File: src/sarseq_pkg.sv
// Purpose: shared constants and types of the converter sequencer
// Assumes: mclk is the selected converter clock, 100 MHz
// Notes:   field encodings are those the sequencer ports expect
package sarseq_pkg;

	// clock figures
	localparam int SARSEQ_CLK_KHZ     = 100000;
	localparam int SARSEQ_SAR_MAX_KHZ = 18000;
	// least divide ratio that keeps the approximation clock at or under its limit
	localparam int SARSEQ_MIN_RATIO   = (SARSEQ_CLK_KHZ + SARSEQ_SAR_MAX_KHZ - 1)
		/ SARSEQ_SAR_MAX_KHZ;
	localparam logic [5:0] SARSEQ_MIN_RATIO_W = 6'(SARSEQ_MIN_RATIO);

	// tail of every conversion cycle, in converter clock periods
	localparam logic [2:0] SARSEQ_FINISH_CYCLES = 3'h4;

	// resolution select: 1 is 12 bits, 0 is 10 bits
	localparam logic       SARSEQ_RES_12      = 1'b1;
	localparam logic [11:0] SARSEQ_MSB_12     = 12'h800;
	localparam logic [11:0] SARSEQ_MSB_10     = 12'h200;

	// trigger modes
	localparam logic [1:0] SARSEQ_TRIG_SOFTWARE = 2'h0;
	localparam logic [1:0] SARSEQ_TRIG_INTERNAL = 2'h1;
	localparam logic [1:0] SARSEQ_TRIG_EXTERNAL = 2'h2;

	// reset values
	localparam logic       SARSEQ_CLKSEL_RESET = 1'b0;
	localparam logic [15:0] SARSEQ_RESULT_RESET = 16'h0000;

	// autoscan output words take two bytes each
	localparam logic [15:0] SARSEQ_WORD_STEP = 16'h0002;

	typedef enum logic [4:0] {
		SARSEQ_IDLE    = 5'h01,
		SARSEQ_POWER   = 5'h02,
		SARSEQ_TRACK   = 5'h04,
		SARSEQ_CONVERT = 5'h08,
		SARSEQ_FINISH  = 5'h10
	} sarseq_state_t;

	typedef enum logic [2:0] {
		SARSEQ_SCAN_OFF  = 3'h1,
		SARSEQ_SCAN_WAIT = 3'h2,
		SARSEQ_SCAN_RUN  = 3'h4
	} sarseq_scan_state_t;

endpackage

File: src/sarseq_link_if.sv
// Purpose: signals between the sequencer, its divider and its scanner
// Assumes: all on mclk
// Notes:   one modport pair per helper module
`timescale 1ns/1ps
`default_nettype none
interface sarseq_link_if;
	// divider
	logic        div_restart;
	logic [4:0]  div_ratio;
	logic        div_tick;
	// scanner settings and word hand-off
	logic        scan_enable;
	logic        conv_enable;
	logic [4:0]  first_channel;
	logic [1:0]  channel_count;
	logic [15:0] start_address;
	logic [5:0]  word_count;
	logic        word_valid;
	logic [15:0] word_data;
	// scanner state
	logic        scan_active;
	logic        scan_running;
	logic [4:0]  scan_channel;
	logic        scan_done;
	logic        mem_valid;
	logic [15:0] mem_address;
	logic [15:0] mem_data;
	logic [15:0] saved_address;
	logic [4:0]  saved_channel;

	modport div_end (input div_restart, input div_ratio, output div_tick);
	modport scanner (input scan_enable, input conv_enable, input first_channel,
		input channel_count, input start_address, input word_count,
		input word_valid, input word_data, output scan_active, output scan_running,
		output scan_channel, output scan_done, output mem_valid, output mem_address,
		output mem_data, output saved_address, output saved_channel);
	modport seq (output div_restart, output div_ratio, input div_tick,
		output scan_enable, output conv_enable, output first_channel,
		output channel_count, output start_address, output word_count,
		output word_valid, output word_data, input scan_active, input scan_running,
		input scan_channel, input scan_done, input mem_valid, input mem_address,
		input mem_data, input saved_address, input saved_channel);
endinterface
`default_nettype wire

File: src/sarseq_divider.sv
// Purpose: approximation clock timebase, one tick per divide period
// Assumes: ratio field n divides by n+1
// Notes:   restart realigns the period to the start of a cycle
`timescale 1ns/1ps
`default_nettype none
module sarseq_divider
	import sarseq_pkg::*;
(
	// clock and reset
	input  wire logic   mclk,
	input  wire logic   rst_n,
	// link to the sequencer
	sarseq_link_if.div_end lnk
);

	logic [4:0] count;

	always_ff @(posedge mclk or negedge rst_n)
	begin
		if (!rst_n)
			count <= 5'h00;
		else if (lnk.div_restart || count == lnk.div_ratio)
			count <= 5'h00;
		else
			count <= count + 5'h01;
	end

	assign lnk.div_tick = !lnk.div_restart && count == lnk.div_ratio;

endmodule
`default_nettype wire

File: src/sarseq_scanner.sv
// Purpose: autoscan engine, channel stepping and result word placement
// Assumes: memory accepts every write in the cycle it is offered
// Notes:   settings are latched on entry and on each reload
`timescale 1ns/1ps
`default_nettype none
module sarseq_scanner
	import sarseq_pkg::*;
(
	// clock and reset
	input  wire logic   mclk,
	input  wire logic   rst_n,
	// link to the sequencer
	sarseq_link_if.scanner lnk
);

	sarseq_scan_state_t state;
	logic [15:0] address;
	logic [5:0]  words_left;
	logic [4:0]  first;
	logic [1:0]  last_index;
	logic [1:0]  index;
	logic        done;
	logic        load;
	logic        last_word;

	assign load      = lnk.conv_enable && lnk.scan_enable
		&& (state == SARSEQ_SCAN_OFF || (lnk.word_valid && last_word));
	assign last_word = words_left == 6'h00;

	always_ff @(posedge mclk or negedge rst_n)
	begin
		if (!rst_n)
			state <= SARSEQ_SCAN_OFF;
		else if (!lnk.conv_enable)
			state <= SARSEQ_SCAN_OFF;
		else if (load)
			state <= SARSEQ_SCAN_WAIT;
		else if (lnk.word_valid && state != SARSEQ_SCAN_OFF)
			state <= last_word ? SARSEQ_SCAN_OFF : SARSEQ_SCAN_RUN;
	end

	always_ff @(posedge mclk or negedge rst_n)
	begin
		if (!rst_n)
		begin
			address    <= 16'h0000;
			words_left <= 6'h00;
			first      <= 5'h00;
			last_index <= 2'h0;
			index      <= 2'h0;
		end
		else if (load)
		begin
			// starting address is kept even
			address    <= {lnk.start_address[15:1], 1'b0};
			words_left <= lnk.word_count;
			first      <= lnk.first_channel;
			last_index <= lnk.channel_count;
			index      <= 2'h0;
		end
		else if (lnk.word_valid && state != SARSEQ_SCAN_OFF)
		begin
			address    <= address + SARSEQ_WORD_STEP;
			words_left <= words_left - 6'h01;
			index      <= (index == last_index) ? 2'h0 : index + 2'h1;
		end
	end

	always_ff @(posedge mclk or negedge rst_n)
	begin
		if (!rst_n)
		begin
			lnk.mem_valid     <= 1'b0;
			lnk.mem_address   <= 16'h0000;
			lnk.mem_data      <= 16'h0000;
			done              <= 1'b0;
			lnk.saved_address <= 16'h0000;
			lnk.saved_channel <= 5'h00;
		end
		else
		begin
			lnk.mem_valid   <= lnk.word_valid && state != SARSEQ_SCAN_OFF;
			lnk.mem_address <= address;
			lnk.mem_data    <= lnk.word_data;
			done            <= lnk.word_valid && state != SARSEQ_SCAN_OFF && last_word;
			if (lnk.word_valid && state != SARSEQ_SCAN_OFF && last_word)
			begin
				lnk.saved_address <= address + SARSEQ_WORD_STEP;
				lnk.saved_channel <= lnk.scan_channel;
			end
		end
	end

	assign lnk.scan_done    = done;
	assign lnk.scan_active  = state != SARSEQ_SCAN_OFF;
	assign lnk.scan_running = state == SARSEQ_SCAN_RUN;
	assign lnk.scan_channel = first + {3'h0, index};

endmodule
`default_nettype wire

File: src/sarseq_top.sv
// Purpose: successive-approximation converter sequencer
// Assumes: mclk is the converter clock picked outside by a glitch-free mux
// Notes:   phases count approximation clock ticks; tail counts mclk cycles
`timescale 1ns/1ps
`default_nettype none
// Summary of operation
// - Converter clock is system clock by default, or the fast oscillator.
// - Approximation clock is the converter clock divided by the divider field plus one.
// - Power-off mode: power up once, run all repeats, then power down.
// - Without power-off mode no power-up phase; converter stays powered.
// - A tracking phase precedes every conversion when tracking time is nonzero, after any power-up.
// - Without power-off mode the input tracks whenever not converting.
// - Resolution is 12 or 10 bits.
// - Cycle lasts any power-up ticks plus repeats times (track+bits+1) ticks plus 4 clocks.
// - External start may add synchroniser delay before the cycle.
// - Start by software busy write, internal event or external rising edge.
// - Only the first conversion of a sequence needs a trigger.
// - Done flag rises when all repeats are summed; result then readable.
// - Busy is high only during the conversion phase.
// - Autoscan writes words from up to four channels to memory in order.
// - Scan collects the programmed word count plus one words, at most 64.
// - Scan end saves state, raises the flag, restarts or leaves.
// - Single-trigger option lets one trigger run a whole scan.
// - Entering autoscan copies address, count, channels; waits for trigger.
// - At scan end: reload if enabled, else normal mode; the flag sets one cycle later.
// - Channels step circularly, each word's repeats on one channel.
module sarseq_top
	import sarseq_pkg::*;
(
	// clock and reset
	input  wire logic        mclk,
	input  wire logic        rst_n,
	// configuration
	input  wire logic        converter_enable,
	input  wire logic        converter_clock_select,
	input  wire logic [4:0]  approximation_clock_divider,
	input  wire logic        power_off_after_conversion,
	input  wire logic [4:0]  power_up_time,
	input  wire logic [3:0]  tracking_time,
	input  wire logic        resolution_select,
	input  wire logic [1:0]  repeat_count,
	input  wire logic [1:0]  trigger_mode,
	input  wire logic [4:0]  input_channel_select,
	// autoscan configuration
	input  wire logic        autoscan_enable,
	input  wire logic        single_trigger_scan,
	input  wire logic [1:0]  scan_channel_count,
	input  wire logic [15:0] scan_start_address,
	input  wire logic [5:0]  scan_word_count,
	// triggers and flag clear
	input  wire logic        busy_write_one,
	input  wire logic        internal_trigger,
	input  wire logic        external_start_input,
	input  wire logic        done_flag_clear,
	// status and results
	output logic             conversion_busy,
	output logic             conversion_done_flag,
	output logic [7:0]       result_high,
	output logic [7:0]       result_low,
	output logic             clock_source_fast,
	output logic             divider_too_fast,
	output logic             autoscan_active,
	output logic [15:0]      scan_saved_address,
	output logic [4:0]       scan_saved_channel,
	// analog core
	output logic             converter_power_on,
	output logic             track_connect,
	output logic [4:0]       mux_channel,
	output logic [11:0]      sar_trial,
	input  wire logic        comparator_keep,
	// data memory write port
	output logic             mem_write_valid,
	output logic [15:0]      mem_write_address,
	output logic [15:0]      mem_write_data
);

	sarseq_link_if lnk ();

	sarseq_state_t state;
	logic [4:0]  phase_count;
	logic [4:0]  repeats_left;
	logic [11:0] trial_bit;
	logic [15:0] accum;
	logic [2:0]  tail_count;
	logic        ext_s1;
	logic        ext_s2;
	logic        ext_s3;
	logic        ext_level;
	logic        ext_rise;
	logic        trigger;
	logic        start;
	logic [4:0]  repeat_total;
	logic [11:0] msb;
	logic        word_valid;
	logic        tick;

	sarseq_divider u_divider (
		.mclk (mclk),
		.rst_n(rst_n),
		.lnk  (lnk)
	);

	sarseq_scanner u_scanner (
		.mclk (mclk),
		.rst_n(rst_n),
		.lnk  (lnk)
	);

	////////////////////////////////////////////////////////////////////////////
	// helper connections

	assign tick              = lnk.div_tick;
	assign lnk.div_ratio     = approximation_clock_divider;
	assign lnk.div_restart   = start;
	assign lnk.scan_enable   = autoscan_enable;
	assign lnk.conv_enable   = converter_enable;
	assign lnk.first_channel = input_channel_select;
	assign lnk.channel_count = scan_channel_count;
	assign lnk.start_address = scan_start_address;
	assign lnk.word_count    = scan_word_count;
	assign lnk.word_valid    = word_valid;
	assign lnk.word_data     = accum;

	// warns firmware the approximation clock is above its limit
	assign divider_too_fast = {1'b0, approximation_clock_divider} + 6'h01
		< SARSEQ_MIN_RATIO_W;

	always_comb
	begin
		unique case (repeat_count)
			2'h0: repeat_total = 5'h00;
			2'h1: repeat_total = 5'h03;
			2'h2: repeat_total = 5'h07;
			2'h3: repeat_total = 5'h0F;
		endcase
	end

	assign msb = (resolution_select == SARSEQ_RES_12) ? SARSEQ_MSB_12 : SARSEQ_MSB_10;

	////////////////////////////////////////////////////////////////////////////
	// clock source request, only changed between cycles

	// switching mid-cycle would stretch or chop an approximation period
	always_ff @(posedge mclk or negedge rst_n)
	begin
		if (!rst_n)
			clock_source_fast <= SARSEQ_CLKSEL_RESET;
		else if (state == SARSEQ_IDLE)
			clock_source_fast <= converter_clock_select;
	end

	////////////////////////////////////////////////////////////////////////////
	// external start synchroniser and trigger selection

	always_ff @(posedge mclk or negedge rst_n)
	begin
		if (!rst_n)
		begin
			ext_s1    <= 1'b0;
			ext_s2    <= 1'b0;
			ext_s3    <= 1'b0;
			ext_level <= 1'b0;
		end
		else
		begin
			ext_s1 <= external_start_input;
			ext_s2 <= ext_s1;
			ext_s3 <= ext_s2;
			if (ext_s2 == ext_s3)
				ext_level <= ext_s3;
		end
	end

	assign ext_rise = ext_s2 == ext_s3 && ext_s3 && !ext_level;

	always_comb
	begin
		unique case (trigger_mode)
			SARSEQ_TRIG_SOFTWARE: trigger = busy_write_one;
			SARSEQ_TRIG_INTERNAL: trigger = internal_trigger;
			SARSEQ_TRIG_EXTERNAL: trigger = ext_rise;
			default:              trigger = 1'b0;
		endcase
	end

	// in a single-trigger scan, words after the first start themselves
	assign start = state == SARSEQ_IDLE && converter_enable && !word_valid
		&& (trigger || (lnk.scan_running && single_trigger_scan));

	////////////////////////////////////////////////////////////////////////////
	// phase sequencer

	always_ff @(posedge mclk or negedge rst_n)
	begin
		if (!rst_n)
		begin
			state       <= SARSEQ_IDLE;
			phase_count <= 5'h00;
			tail_count  <= 3'h0;
		end
		else if (!converter_enable)
			state <= SARSEQ_IDLE;
		else
		begin
			unique case (state)
				SARSEQ_IDLE:
					if (start)
					begin
						if (power_off_after_conversion && power_up_time != 5'h00)
						begin
							state       <= SARSEQ_POWER;
							phase_count <= power_up_time;
						end
						else if (tracking_time != 4'h0)
						begin
							state       <= SARSEQ_TRACK;
							phase_count <= {1'b0, tracking_time};
						end
						else
							state <= SARSEQ_CONVERT;
					end
				SARSEQ_POWER:
					if (tick && phase_count == 5'h01)
					begin
						state       <= (tracking_time != 4'h0) ? SARSEQ_TRACK
							: SARSEQ_CONVERT;
						phase_count <= {1'b0, tracking_time};
					end
					else if (tick)
						phase_count <= phase_count - 5'h01;
				SARSEQ_TRACK:
					if (tick && phase_count == 5'h01)
						state <= SARSEQ_CONVERT;
					else if (tick)
						phase_count <= phase_count - 5'h01;
				SARSEQ_CONVERT:
					// capture tick is the one after the last bit
					if (tick && trial_bit == 12'h000)
					begin
						if (repeats_left == 5'h00)
						begin
							state      <= SARSEQ_FINISH;
							tail_count <= SARSEQ_FINISH_CYCLES;
						end
						else if (tracking_time != 4'h0)
						begin
							state       <= SARSEQ_TRACK;
							phase_count <= {1'b0, tracking_time};
						end
					end
				SARSEQ_FINISH:
					if (tail_count == 3'h1)
						state <= SARSEQ_IDLE;
					else
						tail_count <= tail_count - 3'h1;
			endcase
		end
	end

	////////////////////////////////////////////////////////////////////////////
	// approximation register and accumulator

	always_ff @(posedge mclk or negedge rst_n)
	begin
		if (!rst_n)
		begin
			sar_trial    <= 12'h000;
			trial_bit    <= 12'h000;
			accum        <= SARSEQ_RESULT_RESET;
			repeats_left <= 5'h00;
		end
		else if (start)
		begin
			accum        <= 16'h0000;
			repeats_left <= repeat_total;
			sar_trial    <= msb;
			trial_bit    <= msb;
		end
		else if (state == SARSEQ_CONVERT && tick)
		begin
			if (trial_bit == 12'h000)
			begin
				accum        <= accum + {4'h0, sar_trial};
				repeats_left <= repeats_left - 5'h01;
				sar_trial    <= msb;
				trial_bit    <= msb;
			end
			else
			begin
				sar_trial <= (comparator_keep ? sar_trial : sar_trial & ~trial_bit)
					| (trial_bit >> 1);
				trial_bit <= trial_bit >> 1;
			end
		end
	end

	////////////////////////////////////////////////////////////////////////////
	// results, done flag and word hand-off

	always_ff @(posedge mclk or negedge rst_n)
	begin
		if (!rst_n)
		begin
			result_high <= 8'h00;
			result_low  <= 8'h00;
			word_valid  <= 1'b0;
		end
		else
		begin
			word_valid <= state == SARSEQ_FINISH && tail_count == 3'h1;
			if (state == SARSEQ_FINISH && tail_count == 3'h1)
			begin
				result_high <= accum[15:8];
				result_low  <= accum[7:0];
			end
		end
	end

	// a setting event beats a clear in the same cycle
	always_ff @(posedge mclk or negedge rst_n)
	begin
		if (!rst_n)
			conversion_done_flag <= 1'b0;
		else if ((word_valid && !lnk.scan_active) || lnk.scan_done)
			conversion_done_flag <= 1'b1;
		else if (done_flag_clear)
			conversion_done_flag <= 1'b0;
	end

	////////////////////////////////////////////////////////////////////////////
	// analog controls and scan outputs

	assign conversion_busy    = state == SARSEQ_CONVERT;
	assign converter_power_on = converter_enable
		&& (!power_off_after_conversion || state != SARSEQ_IDLE);
	assign track_connect      = converter_enable && (state == SARSEQ_TRACK
		|| (!power_off_after_conversion && state != SARSEQ_CONVERT));
	assign mux_channel        = lnk.scan_active ? lnk.scan_channel
		: input_channel_select;
	assign autoscan_active    = lnk.scan_active;
	assign scan_saved_address = lnk.saved_address;
	assign scan_saved_channel = lnk.saved_channel;
	assign mem_write_valid    = lnk.mem_valid;
	assign mem_write_address  = lnk.mem_address;
	assign mem_write_data     = lnk.mem_data;

endmodule
`default_nettype wire

File: config.mk
export PLATFORM = sky130hd
export DESIGN_NAME = sarseq_top
export DESIGN_NICKNAME = d
export VERILOG_FILES = /design/src/sarseq_pkg.sv /design/src/sarseq_link_if.sv /design/src/sarseq_divider.sv /design/src/sarseq_scanner.sv /design/src/sarseq_top.sv
export SDC_FILE = /design/constraint.sdc
export NUM_CORES = 1
export LEC_CHECK = 0
export BUFFER_PORTS_ARGS = -buffer_cell sky130_fd_sc_hd__buf_2
export CAP_MARGIN = 5
export CORE_ASPECT_RATIO = 1.25
export CORE_UTILIZATION = 60
export DETAILED_ROUTE_END_ITERATION = 12
export GPL_ROUTABILITY_DRIVEN = 0
export HOLD_SLACK_MARGIN = 0.08
export PLACE_DENSITY_LB_ADDON = 0.2
export SYNTH_ARGS = -nofsm -noshare
export SYNTH_HDL_FRONTEND = slang
export SYNTH_HIERARCHICAL = 1
export SYNTH_SLANG_ARGS = --single-unit
File: constraint.sdc
create_clock -name mclk -period 7.4 [get_ports mclk]
set_input_delay 0.37 -clock mclk [delete_from_list [all_inputs] [get_ports mclk]]
set_output_delay 0.37 -clock mclk [all_outputs]
set_load 0.02 [all_outputs]
# After elaboration in Yosys (flattened, before gate mapping)
# Cells that the tools add are included.
# totals
ff_bits	175
latch_bits	0
mem_bits_rw	0
rom_bits	0
input_bits	60
output_inout_bits	94
wordCells	180
mem_count	0
# classes
add_sub_neg	10
multipliers	0
div_mod_pow	0
n_lt_le_gt_ge	1
eq_ne	33
shifts	0
mux	55
bitwise_logic	3
n_reduce_logical	49
# ops
cell	n
$mux 5	21
$mux 12	8
$mux 16	5
$pmux 5 s4	2
$pmux 5 s5	1
$logic_and 1x1->1	21
$mux 3	7
$add 16x12->16	1
$add 16x2->16 const B	1
$and 12x12->12	1
$logic_not 12->1	1
$mux 6	2
$not 12->12	1
$or 12x11->12	1
$reduce_and 6->1	2
$eq 5x1->1 const B	2
$reduce_bool 2->1	5
$sub 5x1->5 const B	2
$ne 3x2->1 const B	3
$mux 4	2
$reduce_bool 4->1	2
$add 5x1->6 const B	1
$eq 2x2->1 const B	3
$eq 3x1->1 const B	2
other kinds (34)	54

# Longest topological paths before layout
# Gate-level depths: netlist of run 1.
# depth
depth_word	12
depth_mapped	16
ltp_nobuf	13

# By module
# The synthesis of run 1 kept the hierarchy.
# by_module_without_submodules
module	n_inst	cells_each	area_per_inst_um2	seq_area_each_um2
sarseq_top	1	478	4519.3	2028.2
sarseq_scanner	1	346	3668.5	2153.3
sarseq_divider	1	29	286.5	125.1

# Worst setup path before layout of run 1
# OpenSTA, ideal clock, no wires.
# synth_path
path_type	reg-to-reg
start	register, netlist name state[1]
end	register phase_count[4]
setup_ns	0.086
arrival_time_ns	3.409
t_required_ns	7.314
setup_slack_ns	3.905
stages_incl_launch_ff	16
path_buffers	4
period_less_slack_ns	3.495
cell_sequence	dfrtp_1 buf_6 or3_4 nor3b_1 nand2_1 inv_1 buf_1 nor2_1 clkbuf_1 nor2b_1 nand3_1 o221ai_1 a211o_1 buf_6 o41a_1 o221ai_2
# synth_rtl
item	line	source
end signal, assigned	sarseq_top.sv:212	phase_count <= power_up_time;
end signal, assigned	sarseq_top.sv:217	phase_count <= {1'b0, tracking_time};
end signal, assigned	sarseq_top.sv:227	phase_count <= {1'b0, tracking_time};
end, declared	sarseq_top.sv:80	logic [4:0] phase_count;

==> results of run 1 <==
[final timing paths]
path	start	to	depth (start not counted)
max	state[1]	sar_trial[9]	10
min	done_flag_clear	conversion_done_flag	2
max reg2reg	state[1]	sar_trial[9]	10
min reg2reg	ext_s1	ext_s2	0
max in group asynchronous	rst_n	accum[8]	3
min in group asynchronous	rst_n	u_divider/count[0]	2
[layout make-up]
type / instances / area share, %
clock buffer: 23 / 4.944
multi-input combinational: 620 / 39.31
timing repair buffer: 156 / 8.176
clock inverter: 8 / 0.6211
tap: 175 / 2.218
inverter: 29 / 1.103
sequential: 172 / 43.63
[through the flow]
| stage | hold WS (ns) | setup slack (ns) |
|---|---|---|
| floorplan | 0.07441 | 3.905 |
| global placement | 0.3586 | 3.015 |
| detailed placement | 0.3620 | 2.981 |
| CTS | 0.1165 | 2.928 |
| global route | 0.1332 | 2.607 |
| finish | 0.1205 | 2.930 |
[cell families after synthesis]
logic type / share of synthesized area (%)
AND/OR/NAND/NOR: 16.82
multiplexers: 4.104
buffers and inverters: 3.440
other: 0.04425
AO/OA/AOI/OAI: 16.54
flip-flops: 50.82
adder cells (fa/ha/maj): 4.311
XOR/XNOR: 3.927
[sequential cells by signal, summed over array words and instances, names as in the netlist, 2 cells and up]
| signal | flops |
|---|---|
| u_scanner/lnk.saved_address | 15 |
| u_scanner/state | 3 |
| u_scanner/lnk.saved_channel | 5 |
| phase_count | 5 |
| sar_trial | 12 |
| u_scanner/lnk.mem_data | 16 |
| tail_count | 3 |
| u_scanner/first | 5 |
| state | 5 |
| trial_bit | 12 |
| repeats_left | 5 |
| u_scanner/index | 2 |
| u_scanner/lnk.mem_address | 15 |
| u_scanner/address | 15 |
| result_low | 8 |
| u_scanner/last_index | 2 |
| u_divider/count | 5 |
| u_scanner/words_left | 6 |
| accum | 16 |
| result_high | 8 |
[critical path, cell delays in order (launching register included)]
cell                      delay (ns)
sky130_fd_sc_hd__dfrtp_1        0.48
sky130_fd_sc_hd__or3_4          0.43
sky130_fd_sc_hd__nor3b_1        0.31
sky130_fd_sc_hd__nand2_1        0.22
sky130_fd_sc_hd__inv_1          0.51
sky130_fd_sc_hd__nor2_1         0.30
sky130_fd_sc_hd__and3_1         0.39
sky130_fd_sc_hd__nand2_1        0.56
sky130_fd_sc_hd__and2_1         0.71
sky130_fd_sc_hd__nor2_1         0.12
sky130_fd_sc_hd__a211o_1        0.30
[layout by cell type (no fill, tap or decap), types with 26 or more instances in the layout]
master / count
sky130_fd_sc_hd__a21oi_1: 65
sky130_fd_sc_hd__inv_1: 28
sky130_fd_sc_hd__buf_2: 149
sky130_fd_sc_hd__ha_1: 26
sky130_fd_sc_hd__dfrtp_1: 170
sky130_fd_sc_hd__nor2_1: 58
sky130_fd_sc_hd__o21ai_0: 60
sky130_fd_sc_hd__mux2_2: 26
sky130_fd_sc_hd__nand2_1: 142
[layer usage]
metal | part of all wire, % | track usage (%) | up-vias
met5 | 0 | 0 | -
met4 | 1.9 | 11.49 | 0
met3 | 5.9 | 5.695 | 33
met2 | 51 | 48.73 | 258
met1 | 41 | 34.24 | 3368
li1 | - | - | 3312
[synth_stat cells (7+ instances only)]
library cell	instances
sky130_fd_sc_hd__a22o_1	7
sky130_fd_sc_hd__xor2_1	19
sky130_fd_sc_hd__and3_1	8
sky130_fd_sc_hd__nor2_1	58
sky130_fd_sc_hd__and2_1	7
sky130_fd_sc_hd__nand3_1	19
sky130_fd_sc_hd__nor4_1	7
sky130_fd_sc_hd__xnor2_1	19
sky130_fd_sc_hd__a21oi_1	65
sky130_fd_sc_hd__a31oi_1	9
sky130_fd_sc_hd__inv_1	28
sky130_fd_sc_hd__dfrtp_1	170
sky130_fd_sc_hd__ha_1	26
sky130_fd_sc_hd__nand2_1	142
sky130_fd_sc_hd__nor3_1	11
sky130_fd_sc_hd__mux2_2	26
sky130_fd_sc_hd__o21ai_0	60
sky130_fd_sc_hd__nor3b_1	7
sky130_fd_sc_hd__o21ai_1	16
sky130_fd_sc_hd__buf_2	11
sky130_fd_sc_hd__clkbuf_1	10
[repair_timing]
| item | CTS | global route |
|---|---|---|
| hold buffers | 2 | 0 |
| setup buffers | 0 | 0 |
| endpoints found under the hold margin | 35 | 0 |
| resized for setup | 0 | 0 |
[power by group through the flow]
stage	Clock [mW]	Sequential [mW]	Combinational (mW)
finish	0.830	1.29	0.685
global route	0.878	1.31	0.770
CTS	0.843	1.28	0.686
detailed placement	0	1.30	0.680
global placement	0	1.29	0.663
floorplan	0	1.29	0.470
==> impl.org, run 1 <==
** Outcome
- Result of the run :: complete, no violations

** Setup path
- Across all register-to-register paths, the minimum setup slack is 2.93 ns.
- Data on the critical path is required at its endpoint by 7.71 ns.
- Kind of start point of the critical path :: flip-flop
- Nature of the critical path endpoint :: flip-flop
- In this run the worst path has a maximum fanout of 18.
- By startpoint and endpoint, the worst setup path is classified as reg -> reg.
- Data arrival time at the worst-slack endpoint :: 4.78 ns

** STA
- In the final timing run, aggregate negative setup slack is 0 ns.
- The number of pins exceeding their max-slew limit in the final report was 0.
- Final hold vios :: 0
- Worst slew margin relative to its limit :: 27.55%
- The worst path in the final design needs a cycle of 4.470 ns, including I/O delays and setup.
- Across the routed clock network, the largest skew measured is 0.01192 ns.
- Final cycle utilization of the critical path :: 60.40%
- Setup violations remaining at the end of the flow were counted as 0.
- At the pin with the least slew margin, the transition time is 1.066 ns.
- Setup repair after global routing missed its margin :: false
- Maximum achievable frequency :: 223.7 MHz

** Cells and area
- The post-route netlist has 22.92% of its cells at a drive strength greater than 1.
- The repair_antennas step left the layout with diodes totalling 0.
- Area used by multi-input combinational logic :: 0.003880 mm2
- Excluding fillers, the count of instances in the completed layout stands at 1183.
- Post-route standard cell area excluding fillers :: 0.009871 mm2
- Measured on the finished design, the core utilization comes to 71.46%.
- Post-synthesis to final-layout area growth :: 16.48%
- Counting the fill cells in the layout gives 1092.
- The final layout contains 1084 nets.
- Storage cell area :: 0.004307 mm2

** Clocking
- The H-tree was split into 4 levels.
- Clock edge transition at the registers on the reported setup and hold paths :: 0.07 ns
- Number of buffers created by CTS :: 17
- The clock net in this run drives a total of 172 sinks.
- Clk Tree Root Cell :: sky130_fd_sc_hd__clkbuf_16
- Clock latency on the worst-skew pair :: 0.43 ns
- CTS tree :: built
- No sink is reached through more buffers than the 2 on the longest clock path.

** Route
- First DRT Iteration DRCs :: 403
- Using the TritonRoute via totals, the vias-per-cell ratio works out to 5.893.
- Iteration count of the initial detailed-routing pass :: 5
- DRC :: 0
- Routed via count :: 6971
- Dividing the detail-routed wire length by the instance count gives 16.48 um.
- Overall routed net length :: 19.50 mm
- The detail route stage leaves a number of antenna-violating nets equal to 0.

** Global routing
- Global-route wire length before repair :: 32.18 mm
- Antenna violations before repair :: 0
- Congestion Overflow GR :: 0
- Entering global routing, the biggest net connects 98 pins.
- Global routing used 28.18% of the available tracks.
- Via count of the first global-routing pass :: 6753

** Synthesis
- Synth area leader :: sky130_fd_sc_hd__dfrtp_1
- Number of synthesis warnings :: 6
- Averaged over all synthesized cells, the footprint is 9.935 um2.
- Synth Instances :: 853
- Share of the yosys chip area belonging to registers :: 50.82%
- Share of flip-flops with an asynchronous set or reset :: 100.0%
- In the post-synthesis netlist, the biggest area contributors are sky130_fd_sc_hd__dfrtp_1 50%, sky130_fd_sc_hd__nand2_1 6.3%, sky130_fd_sc_hd__a21oi_1 3.8%, sky130_fd_sc_hd__ha_1 3.8%, sky130_fd_sc_hd__o21ai_0 3.5%.
- Summing every instance area after synthesis gives 0.008474 mm2.
- In this run, synthesis inferred 0 flip-flops with an integrated enable.
- Top-area cell type share of the netlist area :: 50.20%
- After synthesis the netlist holds a flip-flop and latch count of 172.
- Main synth FF type :: sky130_fd_sc_hd__dfrtp_1
- Distinct cell type count after synthesis :: 81

** Floorplan
- The floorplan step defined a core boundary enclosing 0.01381 mm2.
- The initialized floorplan defines 48 standard-cell rows.
- The initial utilization of the core area, before any placement, comes to 61.35%.
- IO Pins :: 154
- Die boundary height :: 134.9 um
- Width of the die :: 108.3 um
- The die covers 0.01461 mm2.

** Place
- Detailed placement finished with a half-perimeter wire length of 13.23 mm.
- The placed instances occupy a cell area of 0.009301 mm2.
- In this run, placement finished with an instance count of 1150.
- Buffers on Ports :: 150

** Power and ir drop
- Per report_power, the sequential group accounts for 45.9% of the total.
- For this design the static power due to leakage is 4.888 nW.
- VDD sags by at most 0.1900 mV.
- For this design the ratio of total power to cell area is 283.9 mW/mm2.
- The clock network is responsible for 29.6% of the overall power.
- Net Sw Frac :: 33.87%
- Per report_power, the combinational group accounts for 24.4% of the total.
- Int Power :: 1.853 mW
- Switching Power :: 0.9490 mW
- Final Power :: 2.802 mW

** Worst hold path
- In this run the worst hold path is classified as in -> reg.

** Flow run
- Across the run, the number of max-cap violations was 0.
No activity file was read; power rests on OpenSTA's default activity.
==> run 2: changes to the inputs <==
Settings changed: CORE_UTILIZATION 60 to 51.
Clock period 7.4 ns to 3.9 ns, I/O delays scaled along.
==> impl.org, run 2 (same netlist as run 1, synthesis figures left out) <==
** Cells and area
- The final antenna diode count is 0 (unchanged).
- Commonest non-fill, non-tap cell in the layout :: sky130_fd_sc_hd__dfrtp_1
- The fraction of layout cells with a size suffix above 1 was 22.89% (-0.024 points).
- The final instance count without filler cells is 1260 (+6.5%).
- Most frequent cells in the layout :: 170 x sky130_fd_sc_hd__dfrtp_1, 149 x sky130_fd_sc_hd__buf_2, 142 x sky130_fd_sc_hd__nand2_1
- The area growth from synthesis to layout is 21.60%.
- Post-route standard cell area excluding fillers :: 0.01030 mm2 (+4.4%)
- The final standard cell utilization of the core came to 63.61% (-7.9 points).
- The filler cell count in the final layout came to 1335 (+22%).
- Largest regs :: accum: 16 flops, u_scanner/lnk.mem_data: 16 flops
- Number of nets in the layout :: 1119 (+3.2%)

** Route
- Count of antenna-violating nets left after detailed routing :: 0 (unchanged)
- Overall routed net length :: 19.44 mm (-0.31%)
- The number of detailed-routing iterations run before antenna repair came to 7 (+2).
- The average vias per placed instance came to 5.510 (-6.5%).
- The number of vias in the routed layout was 6943 (-0.40%).
- DR WL/cell :: 15.43 um (-6.4%)
- The starting DRC count in detailed routing came to 323 (-20%).
- The DRC violation count after routing came to 0 (unchanged).

** Setup path
- The critical path arrival was 3.74 ns (-1.04 ns).
- The peak fanout along the critical path was 10 (-8).
- In this run the critical register-to-register path is launched from state[1].
- Category of the most critical setup path :: reg -> reg
- The number of cell instances on the worst register-to-register path came to 11 (+1).
- The worst setup path is launched from a flip-flop.
- Reg-to-reg endpoint :: phase_count[4]
- Timing endpoint of the critical path :: phase_count[4]
- In this run the worst setup path begins at state[1].
- The worst-case register-to-register setup slack was 0.49 ns (-2.44 ns).
- The data required time at the worst endpoint came to 4.24 ns (-3.47 ns).
- Nature of the critical path endpoint :: flip-flop

** STA
- Worst slew margin relative to its limit :: 24.01% (-3.5 points)
- Number of endpoints failing setup at the final stage :: 0 (unchanged)
- Setup repair after global routing missed its margin :: false
- Final hold vios :: 0 (unchanged)
- Number of pins exceeding their max-slew limit in the final report :: 0 (unchanged)
- Setup TNS Final :: 0 ns (unchanged)
- The worst hold-check slack was 0.09866 ns (-0.02182 ns).
- The setup skew after layout is 0.009697 ns (-0.002228 ns).
- The achievable frequency came to 293.6 MHz (+31%).
- Setup ws final :: 0.4935 ns (-2.437 ns)
- Final cycle utilization of the critical path :: 87.35% (+27 points)
- The transition at the pin with the smallest max-transition slack was 1.118 ns (+0.05214 ns).
- The clock period minus final worst setup slack was 3.407 ns (-1.063 ns).

** Floorplan
- IO Pins :: 154 (unchanged)
- Std-Cell Rows :: 52 (+8.3%)
- The die width was 117.3 um (+8.3%).
- CORE AREA :: 0.01620 mm2 (+17%)
- The initial cell density of the core is 52.31% (-9.0 points).
- The total die area was 0.01714 mm2 (+17%).
- Die boundary height :: 146.1 um (+8.3%)

** Place
- HPWL after detailed placement :: 13.35 mm (+0.88%)
- Buffers on Ports :: 150 (unchanged)
- The cell area reported after detailed placement came to 0.009433 mm2 (+1.4%).
- The count of placed standard cells including taps is 1200 (+4.3%).
- Pre-CTS WS :: 0.5761 ns (-2.405 ns)

** Clocking
- TritonCTS built the clock tree.
- The count of clock tree sinks is 172 (unchanged).
- The post-cts hold buffer count was 28 (+26).
- The worst-case clock buffer depth came to 2 (unchanged).
- Number of gates resized after cts :: 0 (unchanged)
- Clk Tree Root Cell :: sky130_fd_sc_hd__clkbuf_16
- H-tree Lvls :: 4 (unchanged)
- Post-CTS setup-driven buffer insertion count :: 0 (unchanged)
- The total CTS buffers was 17 (unchanged).
- Clock latency on the worst-skew pair :: 0.42 ns (about the same)
- Clock edge transition at the registers on the reported setup and hold paths :: 0.06 ns (about the same)

** Global routing
- Largest net degree at the start of global routing :: 101 (+3.1%)
- Antenna violations before repair :: 0 (unchanged)
- The global-route congestion overflow total was 0 (unchanged).
- Via count of the first global-routing pass :: 6799 (+0.68%)
- The overall track demand over capacity in global routing came to 24.05% (-4.1 points).
- Global-route wire length before repair :: 32.44 mm (+0.79%)

** Outcome
- The run finished with clean final reports.

** Power and ir drop
- The power density over the cells came to 528.8 mW/mm2 (+86%).
- The maximum ir drop on the vdd rail was 0.3265 mV (+72%).
- Final Power :: 5.450 mW (+94%)
- The leakage power of the design came to 5.055 nW (+3.4%).

** Flow run
- The count of maximum capacitance violations came to 0 (unchanged).

** Worst hold path
- The path class of the tightest hold or removal check is in -> reg.
run 2: worst min-delay path by stage:
stage	startpoint	end	slack, ns	cells past startpoint
final	scan_word_count[2]	u_scanner/words_left[2]	0.1	3
after global placement	external_start_input	ext_s1	0.31	1
after global routing	scan_start_address[7]	u_scanner/address[7]	0.09	3
after floorplan	rst_n	accum[0]	-0.10	0
after CTS	scan_start_address[7]	u_scanner/address[7]	0.09	3
after detailed placement	external_start_input	ext_s1	0.31	1
run 2: critical path, cell delays in order (launching register included):
cell	delay, ns
sky130_fd_sc_hd__dfrtp_1	0.47
sky130_fd_sc_hd__or3_4	0.43
sky130_fd_sc_hd__nor3b_1	0.35
sky130_fd_sc_hd__nand2_1	0.25
sky130_fd_sc_hd__inv_1	0.14
sky130_fd_sc_hd__nor2_1	0.15
sky130_fd_sc_hd__nor2b_1	0.21
sky130_fd_sc_hd__nand3_1	0.16
sky130_fd_sc_hd__o221ai_1	0.14
sky130_fd_sc_hd__a211o_1	0.44
sky130_fd_sc_hd__o41a_1	0.42
sky130_fd_sc_hd__o221ai_2	0.15
run 2: power breakdown:
group          switching [mW]  leakage, nW  internal (mW)
Sequential              0.337         2.24           2.09
Combinational           0.754         2.53          0.563
Clock                   0.701        0.281           1.00
Total                    1.79         5.06           3.66
run 2: final cells by class:
class | count | area [um2] | area share [%]
clock buffers | 24 | 481.7 | 4.675
clock inverters | 8 | 110.1 | 1.068
inverters | 29 | 108.9 | 1.056
multi-input cells | 620 | 3880 | 37.65
flip-flops and latches | 172 | 4307 | 41.79
well taps | 216 | 270.3 | 2.623
repair buffers | 191 | 1147 | 11.13
run 2: per-layer routing:
layer	track usage, %	part of all wire [%]	vias up
met4	10.89	2.4	0
met2	40.53	51	187
li1	-	-	3380
met3	4.857	5.0	33
met1	29.25	42	3343
met5	0	0	-
==> run 3: changes to the inputs <==
Settings changed: PLACE_DENSITY_LB_ADDON 0.2 to 0.1.
==> impl.org, run 3 (same netlist as run 1, synthesis figures left out) <==
** Global routing
- Largest net degree at the start of global routing :: 112 (+11%)
- Global-route met1 utilization :: 30.73% (+1.5 points)
- The number of global-route vias before repair came to 6782 (-0.25%).
- The global-route wire length before repair came to 32.39 mm (-0.15%).
- In this run the most used layer during global routing was met2.
- The met2 track utilization from global routing is 40.62% (+0.088 points).
- The global-route congestion overflow total was 0 (unchanged).
- Met3 usage in global routing :: 5.396% (+0.54 points)
- Antenna violations before repair :: 1 (+1)
- Tot GR Track Use :: 24.05% (about the same)

** Clocking
- The number of H-tree branching levels is 4 (unchanged).
- The tree is rooted in a sky130_fd_sc_hd__clkbuf_16.
- TritonCTS built the clock tree.
- Clock edge transition at the registers on the reported setup and hold paths :: 0.07 ns (about the same)
- The worst-case clock buffer depth is 2 (unchanged).
- Clock latency on the worst-skew pair :: 0.42 ns (about the same)
- The number of buffers inserted by post-CTS setup repair was 0 (unchanged).
- Number of gates resized after cts :: 0 (unchanged)
- CTS Hold Buffers Added :: 29 (+3.6%)
- The count of clock tree sinks is 172 (unchanged).
- The total CTS buffers is 17 (unchanged).

** Setup path
- STA classifies the critical path endpoint as a flip-flop.
- The data required time at the worst endpoint was 4.24 ns (about the same).
- STA classifies the critical path startpoint as a flip-flop.
- The worst setup path is of the reg -> reg kind.
- The peak fanout along the critical path is 10 (unchanged).
- The number of cell instances on the worst register-to-register path is 11 (unchanged).
- The critical path arrival came to 3.63 ns (-0.11 ns).

** Route
- DRC :: 0 (unchanged)
- The sum of routed wire length over all layers was 19.30 mm (-0.72%).
- Iteration count of the initial detailed-routing pass :: 5 (-2)
- Count of antenna-violating nets left after detailed routing :: 0 (unchanged)
- The starting DRC count in detailed routing was 333 (+3.1%).
- The number of vias in the routed layout is 6867 (-1.1%).
- DR WL/cell :: 15.33 um (-0.64%)
- The average vias per placed instance is 5.454 (-1.0%).

** Worst hold path
- The min-delay analysis places its worst path in the category in -> reg.
- The number of stages on the worst hold path came to 3 (unchanged).

** Place
- HPWL after detailed placement :: 13.53 mm (+1.4%)
- Cell count after placement :: 1200 (unchanged)
- The post-place setup slack was 0.6281 ns (+0.05202 ns).
- Buffers on Ports :: 150 (unchanged)

** Floorplan
- Die boundary height :: 146.1 um (unchanged)
- The I/O pin count is 154 (unchanged).
- Width of the die :: 117.3 um (unchanged)
- Std-Cell Rows :: 52 (unchanged)
- Area of the die :: 0.01714 mm2 (unchanged)
- Starting utilization of the core area :: 52.31% (unchanged)
- The core outline area came to 0.01620 mm2 (unchanged).

** Power and ir drop
- Switching Power :: 1.778 mW (-0.84%)
- The internal cell power is 3.545 mW (-3.1%).
- The total power of the final layout was 5.322 mW (-2.3%).
- Share of total power in sequential cells :: 45.7% (+1.1 points)
- The clock network fraction of design power came to 29.6% (-1.6 points).
- Share of power burned in combinational logic :: 24.7% (+0.5 points)
- The maximum ir drop on the vdd rail came to 0.3098 mV (-5.1%).
- Power density over the cells :: 518.6 mW/mm2 (-1.9%)
- The fraction of power spent switching nets was 33.40% (+0.50 points).
- Static leakage :: 5.046 nW (-0.19%)

** Cells and area
- Commonest non-fill, non-tap cell in the layout :: sky130_fd_sc_hd__dfrtp_1
- Most frequent cells in the layout :: 170 x sky130_fd_sc_hd__dfrtp_1, 149 x sky130_fd_sc_hd__buf_2, 142 x sky130_fd_sc_hd__nand2_1
- The fraction of layout cells with a size suffix above 1 was 23.01% (+0.12 points).
- Largest regs :: accum: 16 flops, u_scanner/lnk.mem_data: 16 flops
- Post-synthesis to final-layout area growth :: 21.10%
- # diodes :: 0 (unchanged)
- Final cell count without fillers :: 1259 (-0.079%)
- The final standard cell utilization of the core is 63.35% (-0.26 points).
- Number of nets in the layout :: 1120 (+0.089%)

** STA
- The slack of the critical path is 0.6020 ns (+0.1085 ns).
- Number of endpoints failing setup at the final stage :: 0 (unchanged)
- The final hold violation count is 0 (unchanged).
- The clock period minus final worst setup slack came to 3.298 ns (-0.1085 ns).
- Setup repair after global routing left no endpoint under its margin.
- Worst-Margin Slew :: 1.043 ns (-0.07489 ns)
- Maximum achievable frequency :: 303.2 MHz (+3.3%)
- The total negative slack came to 0 ns (unchanged).
- The ratio of final minimum period to clock period was 84.57% (-2.8 points).
- Layout Skew :: 0.01010 ns (+0.0004073 ns)
- The number of pins exceeding their max-slew limit in the final report came to 0 (unchanged).
- The normalized max-slew margin came to 29.10% (+5.1 points).

** Flow run
- Max-cap violation count :: 0 (unchanged)

** Outcome
- The run finished with clean final reports.
==> run 3: cell count changes in the layout (fill, tap and decap cells not counted), sizes merged <==
cell / previous run / this run
clkbuf: 24 / 19
bufinv: 2 / 1
inv: 30 / 31
dlygate4sd3: 28 / 29
clkinv: 3 / 6
==> run 3: layout make-up <==
cell class / instances / area [um2]
Fill cell: 1378 / 5938
Sequential cell: 172 / 4307
Multi-Input combinational cell: 620 / 3880
Timing Repair Buffer: 192 / 1157
Clock buffer: 19 / 442.9
Tap cell: 216 / 270.3
Inverter: 29 / 108.9
Clock inverter: 11 / 96.34
==> run 3: stage by stage <==
step,hold WS [ns],cell area [um2]
finish,0.09287,10260
global route,0.1066,10260
CTS,0.08181,10260
detailed placement,0.3129,9433
global placement,0.3102,9433
floorplan,-0.1006,8478
==> run 3: path summary, 6_finish.rpt <==
kind	slack, ns	end	start
worst min register to register	0.36	ext_s2	ext_s1
worst max register to register	0.60	phase_count[4]	state[1]
min in group asynchronous	0.47	u_divider/count[2]	rst_n
worst max-delay path	0.60	phase_count[4]	state[1]
worst min-delay path	0.09	u_scanner/address[9]	scan_start_address[9]
max in group asynchronous	2.53	state[0]	rst_n
==> run 3: power by group through the flow <==
stage | Clock [mW] | Combinational (mW) | Sequential (mW)
6_report | 1.57 | 1.31 | 2.43
3_3_place_gp | 0 | 1.28 | 2.45
5_1_grt | 1.68 | 1.49 | 2.48
4_1_cts | 1.61 | 1.32 | 2.43
2_1_floorplan | 0 | 0.891 | 2.46
3_5_place_dp | 0 | 1.30 | 2.46
==> run 3: worst max-delay path: stages, from the launching register on <==
cell,delay [ns]
sky130_fd_sc_hd__dfrtp_1,0.47
sky130_fd_sc_hd__or3_4,0.43
sky130_fd_sc_hd__nor3b_1,0.34
sky130_fd_sc_hd__nand2_1,0.24
sky130_fd_sc_hd__inv_1,0.14
sky130_fd_sc_hd__nor2_1,0.09
sky130_fd_sc_hd__nor2b_1,0.18
sky130_fd_sc_hd__nand3_1,0.17
sky130_fd_sc_hd__o221ai_1,0.15
sky130_fd_sc_hd__a211o_1,0.43
sky130_fd_sc_hd__o41a_1,0.42
sky130_fd_sc_hd__o221ai_2,0.16
==> run 3: routing by layer <==
layer,wire length (um),up-vias
met5,13,-
met4,248,2
met3,891,26
met2,9849,169
met1,8294,3285
li1,-,3385
